[config.mk]
export PLATFORM = sky130hd
export DESIGN_NAME = general_io_port_control
export DESIGN_NICKNAME = d
export VERILOG_FILES = /design/src/core/gpio_sync_bank.v /design/src/core/general_io_port_control.v
export VERILOG_INCLUDE_DIRS = /design/src /design/src/core
export SDC_FILE = /design/constraint.sdc
export NUM_CORES = 1
export LEC_CHECK = 0
export BUFFER_PORTS_ARGS = -buffer_cell sky130_fd_sc_hd__buf_2
export CAP_MARGIN = 30
export CORE_ASPECT_RATIO = 0.5
export CORE_MARGIN = 2
export CORE_UTILIZATION = 57
export DETAILED_ROUTE_END_ITERATION = 7
export PLACE_DENSITY = 0.88
export SLEW_MARGIN = 5
export SYNTH_ARGS = -nofsm -noshare
export SYNTH_HDL_FRONTEND = slang
export SYNTH_SLANG_ARGS = --single-unit
export TNS_END_PERCENT = 1
[constraint.sdc]
create_clock -name i_clock -period 3.4 [get_ports i_clock]
set_input_delay 1.02 -clock i_clock [delete_from_list [all_inputs] [get_ports i_clock]]
set_output_delay 1.02 -clock i_clock [all_outputs]
set_load 0.03 [all_outputs]
[src/core/gpio_port_defs.vh]
// register map, field positions and reset values for the general i/o port block
`ifndef GPIO_PORT_DEFS_VH
`define GPIO_PORT_DEFS_VH

`define ADDR_W            4
`define ADDR_PORT_A_DATA  4'h0
`define ADDR_PORT_B_DATA  4'h1
`define ADDR_PORT_C_DATA  4'h2
`define ADDR_PORT_A_DIR   4'h4
`define ADDR_PORT_B_DIR   4'h5
`define ADDR_PORT_C_DIR   4'h6
`define ADDR_PULLUP       4'h8
`define ADDR_OPEN_DRAIN   4'h9
`define ADDR_PERIPH       4'hA

// pullup register fields
`define PU_A_LOW          0
`define PU_A_HIGH         1
`define PU_B_LOW          2
`define PU_B_HIGH         3
`define PU_C              4
`define PU_W              5
// open-drain register fields
`define OD_A_HIGH         0
`define OD_B_LOW          1
`define OD_B_HIGH         2
`define OD_C              3
`define OD_W              4
// peripheral enable register fields
`define PE_SERIAL         0
`define PE_EXT_INT        1
`define PE_W              2

`define DIR_RESET8        8'h00
`define DIR_RESET4        4'h0
`define CTRL_RESET5       5'h00
`define CTRL_RESET4       4'h0
`define CTRL_RESET2       2'h0
`define C_OD_ONLY_MASK    4'hC
`define C_SERIAL_IN_BIT   2
`define C_EXT_INT_BIT     3
`define PIN_LOW8          8'h00
`define PIN_LOW4          4'h0
`define DISPLAY_HIGH8     8'hFF
`define A_OD_NIBBLE       8'hF0

`endif

[src/core/gpio_sync_bank.v]
// two-flop synchroniser bank for pin inputs
`timescale 1ns/10ps
module gpio_sync_bank
#(
    parameter WIDTH = 20
)
(
    // clock
    input  wire             i_clock,
    // raw pin levels
    input  wire [WIDTH-1:0] i_async,
    // synchronised levels
    output reg  [WIDTH-1:0] o_sync
);
    reg [WIDTH-1:0] stage_one;

    always @(posedge i_clock)
    begin
        stage_one <= i_async;
        o_sync    <= stage_one;
    end
endmodule

[src/core/general_io_port_control.v]
// three-port general purpose i/o control with register access
//
// Function
// - direction bit one output, zero input
// - reset clears directions; port b serves display
// - output pin drives its latch value
// - output pin reads return latch value
// - input pin reads return sampled pin
// - writes to input-only bits ignored
// - write to input pin updates latch only
// - pullup on for input with control set
// - port c bits two, three open-drain only
// - serial enable makes bit two data input
// - interrupt enable feeds bit three onward
// - shared pins inputs at reset, display high
// - all direction bits readable and writable
// - first port upper nibble open-drain option
// - pullup off for driving outputs
// - port c latch kept through reset
//
// Added by the designer: the plain strobed port.
`timescale 1ns/10ps
`include "gpio_port_defs.vh"
module general_io_port_control
#(
    parameter A_INPUT_ONLY = 8'h00,
    parameter B_INPUT_ONLY = 8'h00,
    parameter C_INPUT_ONLY = 4'h0
)
(
    // clock and reset
    input  wire                 i_clock,
    input  wire                 i_srst,
    // register port
    input  wire [`ADDR_W-1:0]   i_addr,
    input  wire [7:0]           i_wdata,
    input  wire                 i_write,
    input  wire                 i_read,
    output reg  [7:0]           o_rdata,
    // pin inputs
    input  wire [7:0]           i_port_a_pin,
    input  wire [7:0]           i_port_b_pin,
    input  wire [3:0]           i_port_c_pin,
    // pin drive
    output reg  [7:0]           o_port_a_out,
    output reg  [7:0]           o_port_a_oe,
    output reg  [7:0]           o_port_a_pullup,
    output reg  [7:0]           o_port_b_out,
    output reg  [7:0]           o_port_b_oe,
    output reg  [7:0]           o_port_b_pullup,
    output reg  [3:0]           o_port_c_out,
    output reg  [3:0]           o_port_c_oe,
    output reg  [3:0]           o_port_c_pullup,
    // display ownership of port b
    input  wire                 i_display_enable,
    input  wire [7:0]           i_display_frontplanes,
    output reg                  o_display_owns_b,
    // peripheral links
    output reg                  o_serial_data_in,
    output reg                  o_ext_interrupt_in
);
    localparam SYNC_W = 20;

    reg  [7:0] port_a_data;
    reg  [7:0] port_b_data;
    reg  [3:0] port_c_data;
    reg  [7:0] first_port_direction;
    reg  [7:0] second_port_direction;
    reg  [3:0] third_port_direction;
    reg  [`PU_W-1:0] pullup_ctrl;
    reg  [`OD_W-1:0] open_drain_ctrl;
    reg  [`PE_W-1:0] periph_ctrl;
    reg              display_mode;
    wire [SYNC_W-1:0] pin_sync;
    wire [7:0] a_sync;
    wire [7:0] b_sync;
    wire [3:0] c_sync;

    // pin input synchroniser
    gpio_sync_bank #(.WIDTH(SYNC_W)) u_sync
    (
        .i_clock (i_clock),
        .i_async ({i_port_c_pin, i_port_b_pin, i_port_a_pin}),
        .o_sync  (pin_sync)
    );

    assign a_sync = pin_sync[7:0];
    assign b_sync = pin_sync[15:8];
    assign c_sync = pin_sync[19:16];

    // read mux per bit: latch when output, pin when input
    function [7:0] read_mix;
        input [7:0] dir;
        input [7:0] latch;
        input [7:0] pin;
        input [7:0] input_only;
        begin
            read_mix = ((dir & ~input_only) & latch) | (~(dir & ~input_only) & pin);
        end
    endfunction

    // peripheral input, idle high while its enable is clear
    function periph_in;
        input enable;
        input pin;
        begin
            periph_in = enable ? pin : 1'b1;
        end
    endfunction

    // latch write, input-only bits keep their value
    function [7:0] latch_write;
        input [7:0] old_value;
        input [7:0] new_value;
        input [7:0] input_only;
        begin
            latch_write = (old_value & input_only) | (new_value & ~input_only);
        end
    endfunction

    // register writes
    always @(posedge i_clock)
    begin
        if (i_srst)
        begin
            first_port_direction  <= `DIR_RESET8;
            second_port_direction <= `DIR_RESET8;
            third_port_direction  <= `DIR_RESET4;
            pullup_ctrl           <= `CTRL_RESET5;
            open_drain_ctrl       <= `CTRL_RESET4;
            periph_ctrl           <= `CTRL_RESET2;
            display_mode          <= 1'b1;
            port_a_data           <= `DIR_RESET8;
            port_b_data           <= `DIR_RESET8;
        end
        else
        begin
            display_mode <= i_display_enable;
            if (i_write)
            begin
                case (i_addr)
                    `ADDR_PORT_A_DATA: port_a_data <= latch_write(port_a_data, i_wdata,
                                                                  A_INPUT_ONLY);
                    `ADDR_PORT_B_DATA: port_b_data <= latch_write(port_b_data, i_wdata,
                                                                  B_INPUT_ONLY);
                    `ADDR_PORT_A_DIR:  first_port_direction  <= i_wdata;
                    `ADDR_PORT_B_DIR:  second_port_direction <= i_wdata;
                    `ADDR_PORT_C_DIR:  third_port_direction  <= i_wdata[3:0];
                    `ADDR_PULLUP:      pullup_ctrl <= i_wdata[`PU_W-1:0];
                    `ADDR_OPEN_DRAIN:  open_drain_ctrl <= i_wdata[`OD_W-1:0];
                    `ADDR_PERIPH:      periph_ctrl <= i_wdata[`PE_W-1:0];
                    default:           port_b_data <= port_b_data;
                endcase
            end
        end
    end

    // port c latch survives reset
    always @(posedge i_clock)
    begin
        if (i_write && (i_addr == `ADDR_PORT_C_DATA))
            port_c_data <= (port_c_data & C_INPUT_ONLY) | (i_wdata[3:0] & ~C_INPUT_ONLY);
    end

    // effective directions, input-only bits never drive except on port b while the display owns it
    wire [7:0] a_dir_eff;
    wire [7:0] b_dir_eff;

    assign a_dir_eff = first_port_direction & ~A_INPUT_ONLY;
    assign b_dir_eff = second_port_direction & ~B_INPUT_ONLY;

    // output enable, open-drain bits drive only a low latch
    function [7:0] drive_enable;
        input [7:0] dir;
        input [7:0] od;
        input [7:0] latch;
        begin
            drive_enable = dir & ~(od & latch);
        end
    endfunction

    // pullup on for inputs and for released open-drain bits
    function [7:0] pullup_mix;
        input [7:0] pu_en;
        input [7:0] dir;
        input [7:0] od;
        input [7:0] latch;
        begin
            pullup_mix = pu_en & (~dir | (od & latch));
        end
    endfunction

    // pin drive decode
    reg [7:0] next_a_oe;
    reg [7:0] next_a_od;
    reg [7:0] next_a_pu_en;
    reg [7:0] next_a_pullup;
    reg [7:0] next_b_oe;
    reg [7:0] next_b_od;
    reg [7:0] next_b_pu_en;
    reg [7:0] next_b_pullup;
    reg [3:0] next_c_oe;
    reg [3:0] next_c_od;
    reg [3:0] next_c_dir;
    reg [3:0] next_c_pullup;
    reg [7:0] c_oe_wide;
    reg [7:0] c_pullup_wide;

    always @*
    begin
        next_a_od    = open_drain_ctrl[`OD_A_HIGH] ? `A_OD_NIBBLE : `PIN_LOW8;
        next_a_pu_en = {{4{pullup_ctrl[`PU_A_HIGH]}}, {4{pullup_ctrl[`PU_A_LOW]}}};
        next_b_od    = {{4{open_drain_ctrl[`OD_B_HIGH]}}, {4{open_drain_ctrl[`OD_B_LOW]}}};
        next_b_pu_en = {{4{pullup_ctrl[`PU_B_HIGH]}}, {4{pullup_ctrl[`PU_B_LOW]}}};
        // port c bits two and three are always open-drain
        next_c_od    = (open_drain_ctrl[`OD_C] ? 4'hF : 4'h0) | `C_OD_ONLY_MASK;
        next_c_dir   = third_port_direction & ~C_INPUT_ONLY;
        if (periph_ctrl[`PE_SERIAL])
            next_c_dir[`C_SERIAL_IN_BIT] = 1'b0;
        next_a_oe     = drive_enable(a_dir_eff, next_a_od, port_a_data);
        next_b_oe     = drive_enable(b_dir_eff, next_b_od, port_b_data);
        c_oe_wide     = drive_enable({4'h0, next_c_dir}, {4'h0, next_c_od}, {4'h0, port_c_data});
        next_c_oe     = c_oe_wide[3:0];
        next_a_pullup = pullup_mix(next_a_pu_en, a_dir_eff, next_a_od, port_a_data);
        next_b_pullup = pullup_mix(next_b_pu_en, b_dir_eff, next_b_od, port_b_data);
        c_pullup_wide = pullup_mix({4'h0, {4{pullup_ctrl[`PU_C]}}}, {4'h0, next_c_dir},
                                   {4'h0, next_c_od}, {4'h0, port_c_data});
        next_c_pullup = c_pullup_wide[3:0];
    end

    // registered pin outputs
    always @(posedge i_clock)
    begin
        if (i_srst)
        begin
            o_port_a_out     <= `PIN_LOW8;
            o_port_a_oe      <= `PIN_LOW8;
            o_port_a_pullup  <= `PIN_LOW8;
            o_port_b_out     <= `DISPLAY_HIGH8;
            o_port_b_oe      <= `DISPLAY_HIGH8;
            o_port_b_pullup  <= `PIN_LOW8;
            o_port_c_out     <= `PIN_LOW4;
            o_port_c_oe      <= `PIN_LOW4;
            o_port_c_pullup  <= `PIN_LOW4;
            o_display_owns_b <= 1'b1;
        end
        else
        begin
            o_port_a_out     <= port_a_data;
            o_port_a_oe      <= next_a_oe;
            o_port_a_pullup  <= next_a_pullup;
            o_display_owns_b <= display_mode;
            // display owns port b: drive its levels
            if (display_mode)
            begin
                o_port_b_out    <= i_display_frontplanes;
                o_port_b_oe     <= `DISPLAY_HIGH8;
                o_port_b_pullup <= `PIN_LOW8;
            end
            else
            begin
                o_port_b_out    <= port_b_data;
                o_port_b_oe     <= next_b_oe;
                o_port_b_pullup <= next_b_pullup;
            end
            o_port_c_out    <= port_c_data;
            o_port_c_oe     <= next_c_oe;
            o_port_c_pullup <= next_c_pullup;
        end
    end

    // peripheral inputs and register reads
    always @(posedge i_clock)
    begin
        if (i_srst)
        begin
            o_serial_data_in   <= 1'b1;
            o_ext_interrupt_in <= 1'b1;
            o_rdata            <= 8'h00;
        end
        else
        begin
            o_serial_data_in   <= periph_in(periph_ctrl[`PE_SERIAL], c_sync[`C_SERIAL_IN_BIT]);
            o_ext_interrupt_in <= periph_in(periph_ctrl[`PE_EXT_INT], c_sync[`C_EXT_INT_BIT]);
            o_rdata <= 8'h00;
            if (i_read)
            begin
                case (i_addr)
                    `ADDR_PORT_A_DATA: o_rdata <= read_mix(first_port_direction, port_a_data,
                                                           a_sync, A_INPUT_ONLY);
                    `ADDR_PORT_B_DATA: o_rdata <= read_mix(second_port_direction, port_b_data,
                                                           b_sync, B_INPUT_ONLY);
                    `ADDR_PORT_C_DATA: o_rdata <= read_mix({4'h0, third_port_direction},
                                                           {4'h0, port_c_data}, {4'h0, c_sync},
                                                           {4'h0, C_INPUT_ONLY});
                    `ADDR_PORT_A_DIR:  o_rdata <= first_port_direction;
                    `ADDR_PORT_B_DIR:  o_rdata <= second_port_direction;
                    `ADDR_PORT_C_DIR:  o_rdata <= {4'h0, third_port_direction};
                    `ADDR_PULLUP:      o_rdata <= {3'h0, pullup_ctrl};
                    `ADDR_OPEN_DRAIN:  o_rdata <= {4'h0, open_drain_ctrl};
                    `ADDR_PERIPH:      o_rdata <= {6'h00, periph_ctrl};
                    default:           o_rdata <= 8'h00;
                endcase
            end
        end
    end
endmodule

==> results of run 1 <==
cell usage after synthesis (all sizes together):
cell type,n
or2,3
nand4b,1
a31o,1
buf,12
o21ai,20
a211oi,1
mux2i,39
edfxtp,4
nor3,4
a22oi,3
o41ai,1
mux2,7
a22o,1
o211ai,1
clkbuf,15
a21o,10
nor2,65
nor4,1
dfxtp,159
a2111o,1
a21oi,28
nor3b,3
nand3,13
o21a,1
nand3b,1
and3,5
nand2,37
a32oi,5
a31oi,5
inv,5
a211o,8
nor2b,29
or4b,1
nand2b,11
or3b,5
worst max-delay path: cells and delay by family:
family	cells	cell delay (ns)
buffers and inverters	1	0.46
muxes	1	0.30
and+or+nand+nor	3	0.95
power groups by stage:
stage          Sequential, mW  Combinational, mW  Clock [mW]
2_1_floorplan            2.06             0.0959           0
3_3_place_gp             2.03              0.199           0
3_5_place_dp             2.03              0.202           0
4_1_cts                  1.99              0.205        1.85
5_1_grt                  2.00              0.221        1.93
6_report                 1.99              0.208        1.84
final timing paths:
check / endpoint / slack, ns / depth (start not counted)
min: u_sync.o_sync[5] / 0.33 / 0
max reg2reg: o_port_b_pullup[1] / 1.97 / 3
max: b_dir_eff[4] / 0.97 / 5
min reg2reg: u_sync.o_sync[5] / 0.33 / 0
final cells by class:
cell class	count	area [µm²]
Clock buffer	19	453
Clock inverter	13	123
Fill cell	607	2340
Inverter	5	18.8
Multi-Input combinational cell	311	1930
Sequential cell	163	3300
Tap cell	117	146
Timing Repair Buffer	121	633
metal layers:
metal / part of all wire / up-vias / routed length [µm] / track usage
met5: 0 / - / 0 / 0
met4: 0.032 / 0 / 427 / 0.143
met3: 0.074 / 47 / 981 / 0.0617
met2: 0.45 / 188 / 5930 / 0.415
met1: 0.44 / 1925 / 5870 / 0.348
li1: - / 1955 / - / -
metrics by stage:
| stage | area, µm² | power, mW | std cells |
|---|---|---|---|
| after CTS | 6610 | 4.05 | 749 |
| after detailed placement | 6030 | 2.23 | 717 |
| after global routing | 6610 | 4.15 | 749 |
| after floorplan | 5380 | 2.15 | 506 |
| final | 6610 | 4.04 | 749 |
| after global placement | 6030 | 2.23 | 717 |
cells by family after synthesis:
family                 synth area share
AOI/OAI and AO/OA                 0.101
buffers and inverters            0.0279
DFF                               0.614
muxes                            0.0872
and+or+nand+nor                   0.170
==> metrics.txt, run 1 <==
outcome=completed; final setup fails=0; min-delay src=u_sync.stage_one[5]; area grow syn2layout=22.7%; mapped cell area=0.00538 mm²; first-pass GRT wire length=20.4 mm; DR WL/cell=17.6 µm; largest net degree at the start of global routing=75; clock sinks=163; TritonCTS clock tree=built; top cells by area, synth=dfxtp_1 (59%), mux2i_1 (7.3%), nor2_1 (4.5%), nor2b_1 (3.4%), a21oi_1 (2.6%); Initial DRC Count=379; FP Rows=24; Min-Delay Path Class=flip-flop to flip-flop; CTS clock-pin slew for the worst setup and hold paths=0.06 ns; highest clock rate=412 MHz; CP max stage cell=and3_1; RSZ-0062 raised after global routing=false; Worst setup SP type=input pin; vias per inst=5.49; vias in the first global route=3943; crit end category=flip-flop; VDD IR max=0.000343 V; most frequent cells in the layout=dfxtp_1 (159), buf_2 (115), nor2_1 (65); post-DP HPWL=8.53 mm; router iterations before antenna repair=5; Static Leak=2.79 nW; Synth Register Bits=163; Longest Clk Path Bufs=2; aggregate routed wire length=13.2 mm; crit path DAT=2.74 ns; Slew HR=0.558; pre-CTS WS=0.644 ns; distinct cell type count after synthesis=44; total global routing track utilization=0.265; via count=4115; CTS Hold Bufs=0; max incr delay on CP=0.56 ns; GR Overflow Total=0; post-synth top area share=0.591; Num CTS Buffers=17; worst path cell trace=buf_2, nor2b_1, and3_1, mux2i_1, nor2_1; Critical Path RT=3.71 ns; cell accounting for the most synthesized area=dfxtp_1; Largest regs=u_sync.o_sync: 20 flops, u_sync.stage_one: 20 flops; register share of total power=0.493; Port Buffers=115; WHS=0.327 ns; H-tree depth=4; Seq/Total Area, Yosys=0.614; Sw Ratio=0.234; die height=72.7 µm; pins over their slew limit=0; Cell Int Power=3.09 mW; fin crit period=2.43 ns; Clock Tree Root=clkbuf_16; Post-route DRC=0; critical path type=input pin to flip-flop; Final period util=0.714; clock skew=0.00702 ns; die area=0.0103 mm²; Synth Area per Inst=10.6 µm²; initial antenna violation count=0; Starting Density=0.602; Worst Setup SP=i_addr[2]; syn nets=551; power share of the combinational group=0.051; setup ws final=0.972 ns; post-route ant nets=0; most common cell after layout, fill and taps aside=dfxtp_1; Net Sw Power=0.946 mW; worst-margin pin slew=0.661 ns; share of cells above drive strength 1=0.264; Max Cap Viol=0; Antenna Diode Count=0; # nets final=664; # IOs=116; core box area=0.00895 mm²; gpl congestion=0.886; cells after synthesis=506; fin util=0.738; setup bufs post-CTS=0; clock latency on the worst-skew pair=0.43 ns; clock share of power=0.455; Hold Vio Cnt, Final=0; Resized cells post-CTS=0; Die Span X=141 µm; Yosys warning total=0; CP Max Fanout=31; Power Dens Cells=611 mW/mm²; worst r2r src=display_mode; setup tns final=0 ns
(Power assumes the default switching activity.)
==> run 2, diff against run 1 <==
Settings changed: CORE_UTILIZATION 57 to 53, PLACE_DENSITY 0.88 to 0.83.
Clock period 3.4 ns to 2.4 ns, I/O delays scaled along.
==> metrics.txt, run 2 (same netlist as run 1, synthesis figures left out) <==
Max Cap Viol=0; share of cells above drive strength 1=0.271; Slew HR=0.623; aggregate routed wire length=12.9 mm; max incr delay on CP=0.39 ns; Longest Clk Path Bufs=2; Num CTS Buffers=17; power share of the combinational group=0.053; die area=0.0110 mm²; reg2reg setup slack=1.00 ns; vias per inst=5.33; Largest regs=u_sync.o_sync: 20 flops, u_sync.stage_one: 20 flops; WP buf/inv=2; clock sinks=163; Clock Tree Root=clkbuf_16; CTS Hold Bufs=0; # nets final=670; area grow syn2layout=23.8%; total global routing track utilization=0.241; clock skew=0.00583 ns; Final period util=0.766; CP max stage cell=nor2b_1; VDD IR max=0.000472 V; GR Overflow Total=0; min-delay src=u_sync.stage_one[3]; clock share of power=0.449; CP Max Fanout=17; fin util=0.690; critical path type=input pin to flip-flop; FP Rows=25; worst r2r src=display_mode; first-pass GRT wire length=20.1 mm; reg2reg end=o_port_b_pullup[2]; Worst setup SP type=input pin; Critical Path RT=2.70 ns; crit end category=flip-flop; outcome=completed; Min-Delay Endpoint=u_sync.o_sync[3]; pins over their slew limit=0; Initial DRC Count=353; H-tree depth=4; CTS clock-pin slew for the worst setup and hold paths=0.06 ns; Die Span X=147 µm; gpl congestion=0.887; Hold Vio Cnt, Final=0; fin crit period=1.84 ns; die height=75.3 µm; fill count=748; crit path DAT=2.14 ns; Sw Ratio=0.237; Min-Delay Path Class=flip-flop to flip-flop; Reg2Reg Depth=3; worst hold path depth=0; most frequent cells in the layout=dfxtp_1 (159), buf_2 (115), nor2_1 (65); via count=4120; worst path cell trace=buf_2, nor2b_1, and3_1, buf_4, mux2i_1, nor2_1; largest net degree at the start of global routing=59; DR WL/cell=16.7 µm; Port Buffers=115; initial antenna violation count=0; post-route ant nets=0; worst-margin pin slew=0.565 ns; Starting Density=0.557; Cells after DPL=741; RSZ-0062 raised after global routing=false; Antenna Diode Count=0; WHS=0.326 ns; Worst Setup SP=i_addr[0]; Total Power=5.65 mW; register share of total power=0.499; Post-route DRC=0; clock latency on the worst-skew pair=0.42 ns; Cell Int Power=4.31 mW; core box area=0.00967 mm²; most common cell after layout, fill and taps aside=dfxtp_1; final setup fails=0; cell family with most CP delay=simple AND/OR/NAND/NOR gates; setup tns final=0 ns; Net Sw Power=1.34 mW; # IOs=116; post-DP HPWL=8.62 mm; router iterations before antenna repair=4; Resized cells post-CTS=0; highest clock rate=544 MHz; Power Dens Cells=848 mW/mm²; Static Leak=2.82 nW; Finished Layout Cells=773; setup bufs post-CTS=0; vias in the first global route=3928; TritonCTS clock tree=built
[run 2: how the worst max path moves through the flow]
stage                     end  slack [ns]  cells after the start
5_1_grt          b_dir_eff[7]        0.48                      6
6_report         b_dir_eff[7]        0.56                      6
4_1_cts          b_dir_eff[7]        0.63                      6
2_1_floorplan      o_rdata[4]        0.57                      6
3_3_place_gp   port_a_data[6]        0.25                      6
3_5_place_dp     b_dir_eff[7]        0.19                      6
[run 2: power groups by stage]
| stage | clock network, mW | logic [mW] | registers, mW |
|---|---|---|---|
| floorplan | 0 | 0.136 | 2.91 |
| global placement | 0 | 0.287 | 2.88 |
| detailed placement | 0 | 0.291 | 2.88 |
| CTS | 2.56 | 0.295 | 2.82 |
| global route | 2.68 | 0.318 | 2.82 |
| finish | 2.54 | 0.297 | 2.82 |
[run 2: area by class of cell]
cell class              count  area [µm²]  share of cell area
flip-flops and latches    163        3300               0.496
repair buffers            127         678               0.102
well taps                 135         169              0.0253
inverters                   5        18.8             0.00282
multi-input cells         311        1930               0.289
clock inverters            12         100              0.0150
clock buffers              20         467              0.0700
[run 2: stage by stage]
| step | cell area [µm²] | setup slack (ns) |
|---|---|---|
| floorplan | 5380 | 0.566 |
| global placement | 6100 | 0.251 |
| detailed placement | 6100 | 0.193 |
| CTS | 6670 | 0.626 |
| global route | 6670 | 0.478 |
| finish | 6670 | 0.561 |
[run 2: worst register-to-register path: cells and delay by family (launching register included)]
| kind | cells | cell delay, ns |
|---|---|---|
| DFF | 1 | 0.68 |
| and+or+nand+nor | 2 | 0.46 |
| AOI/OAI and AO/OA | 1 | 0.16 |
[run 2: routing by layer]
layer | vias up | track usage | routed length [µm]
met4 | 0 | 0.0960 | 192
li1 | 1962 | - | -
met3 | 18 | 0.0648 | 1010
met2 | 179 | 0.393 | 5960
met5 | - | 0 | 0
met1 | 1961 | 0.315 | 5780
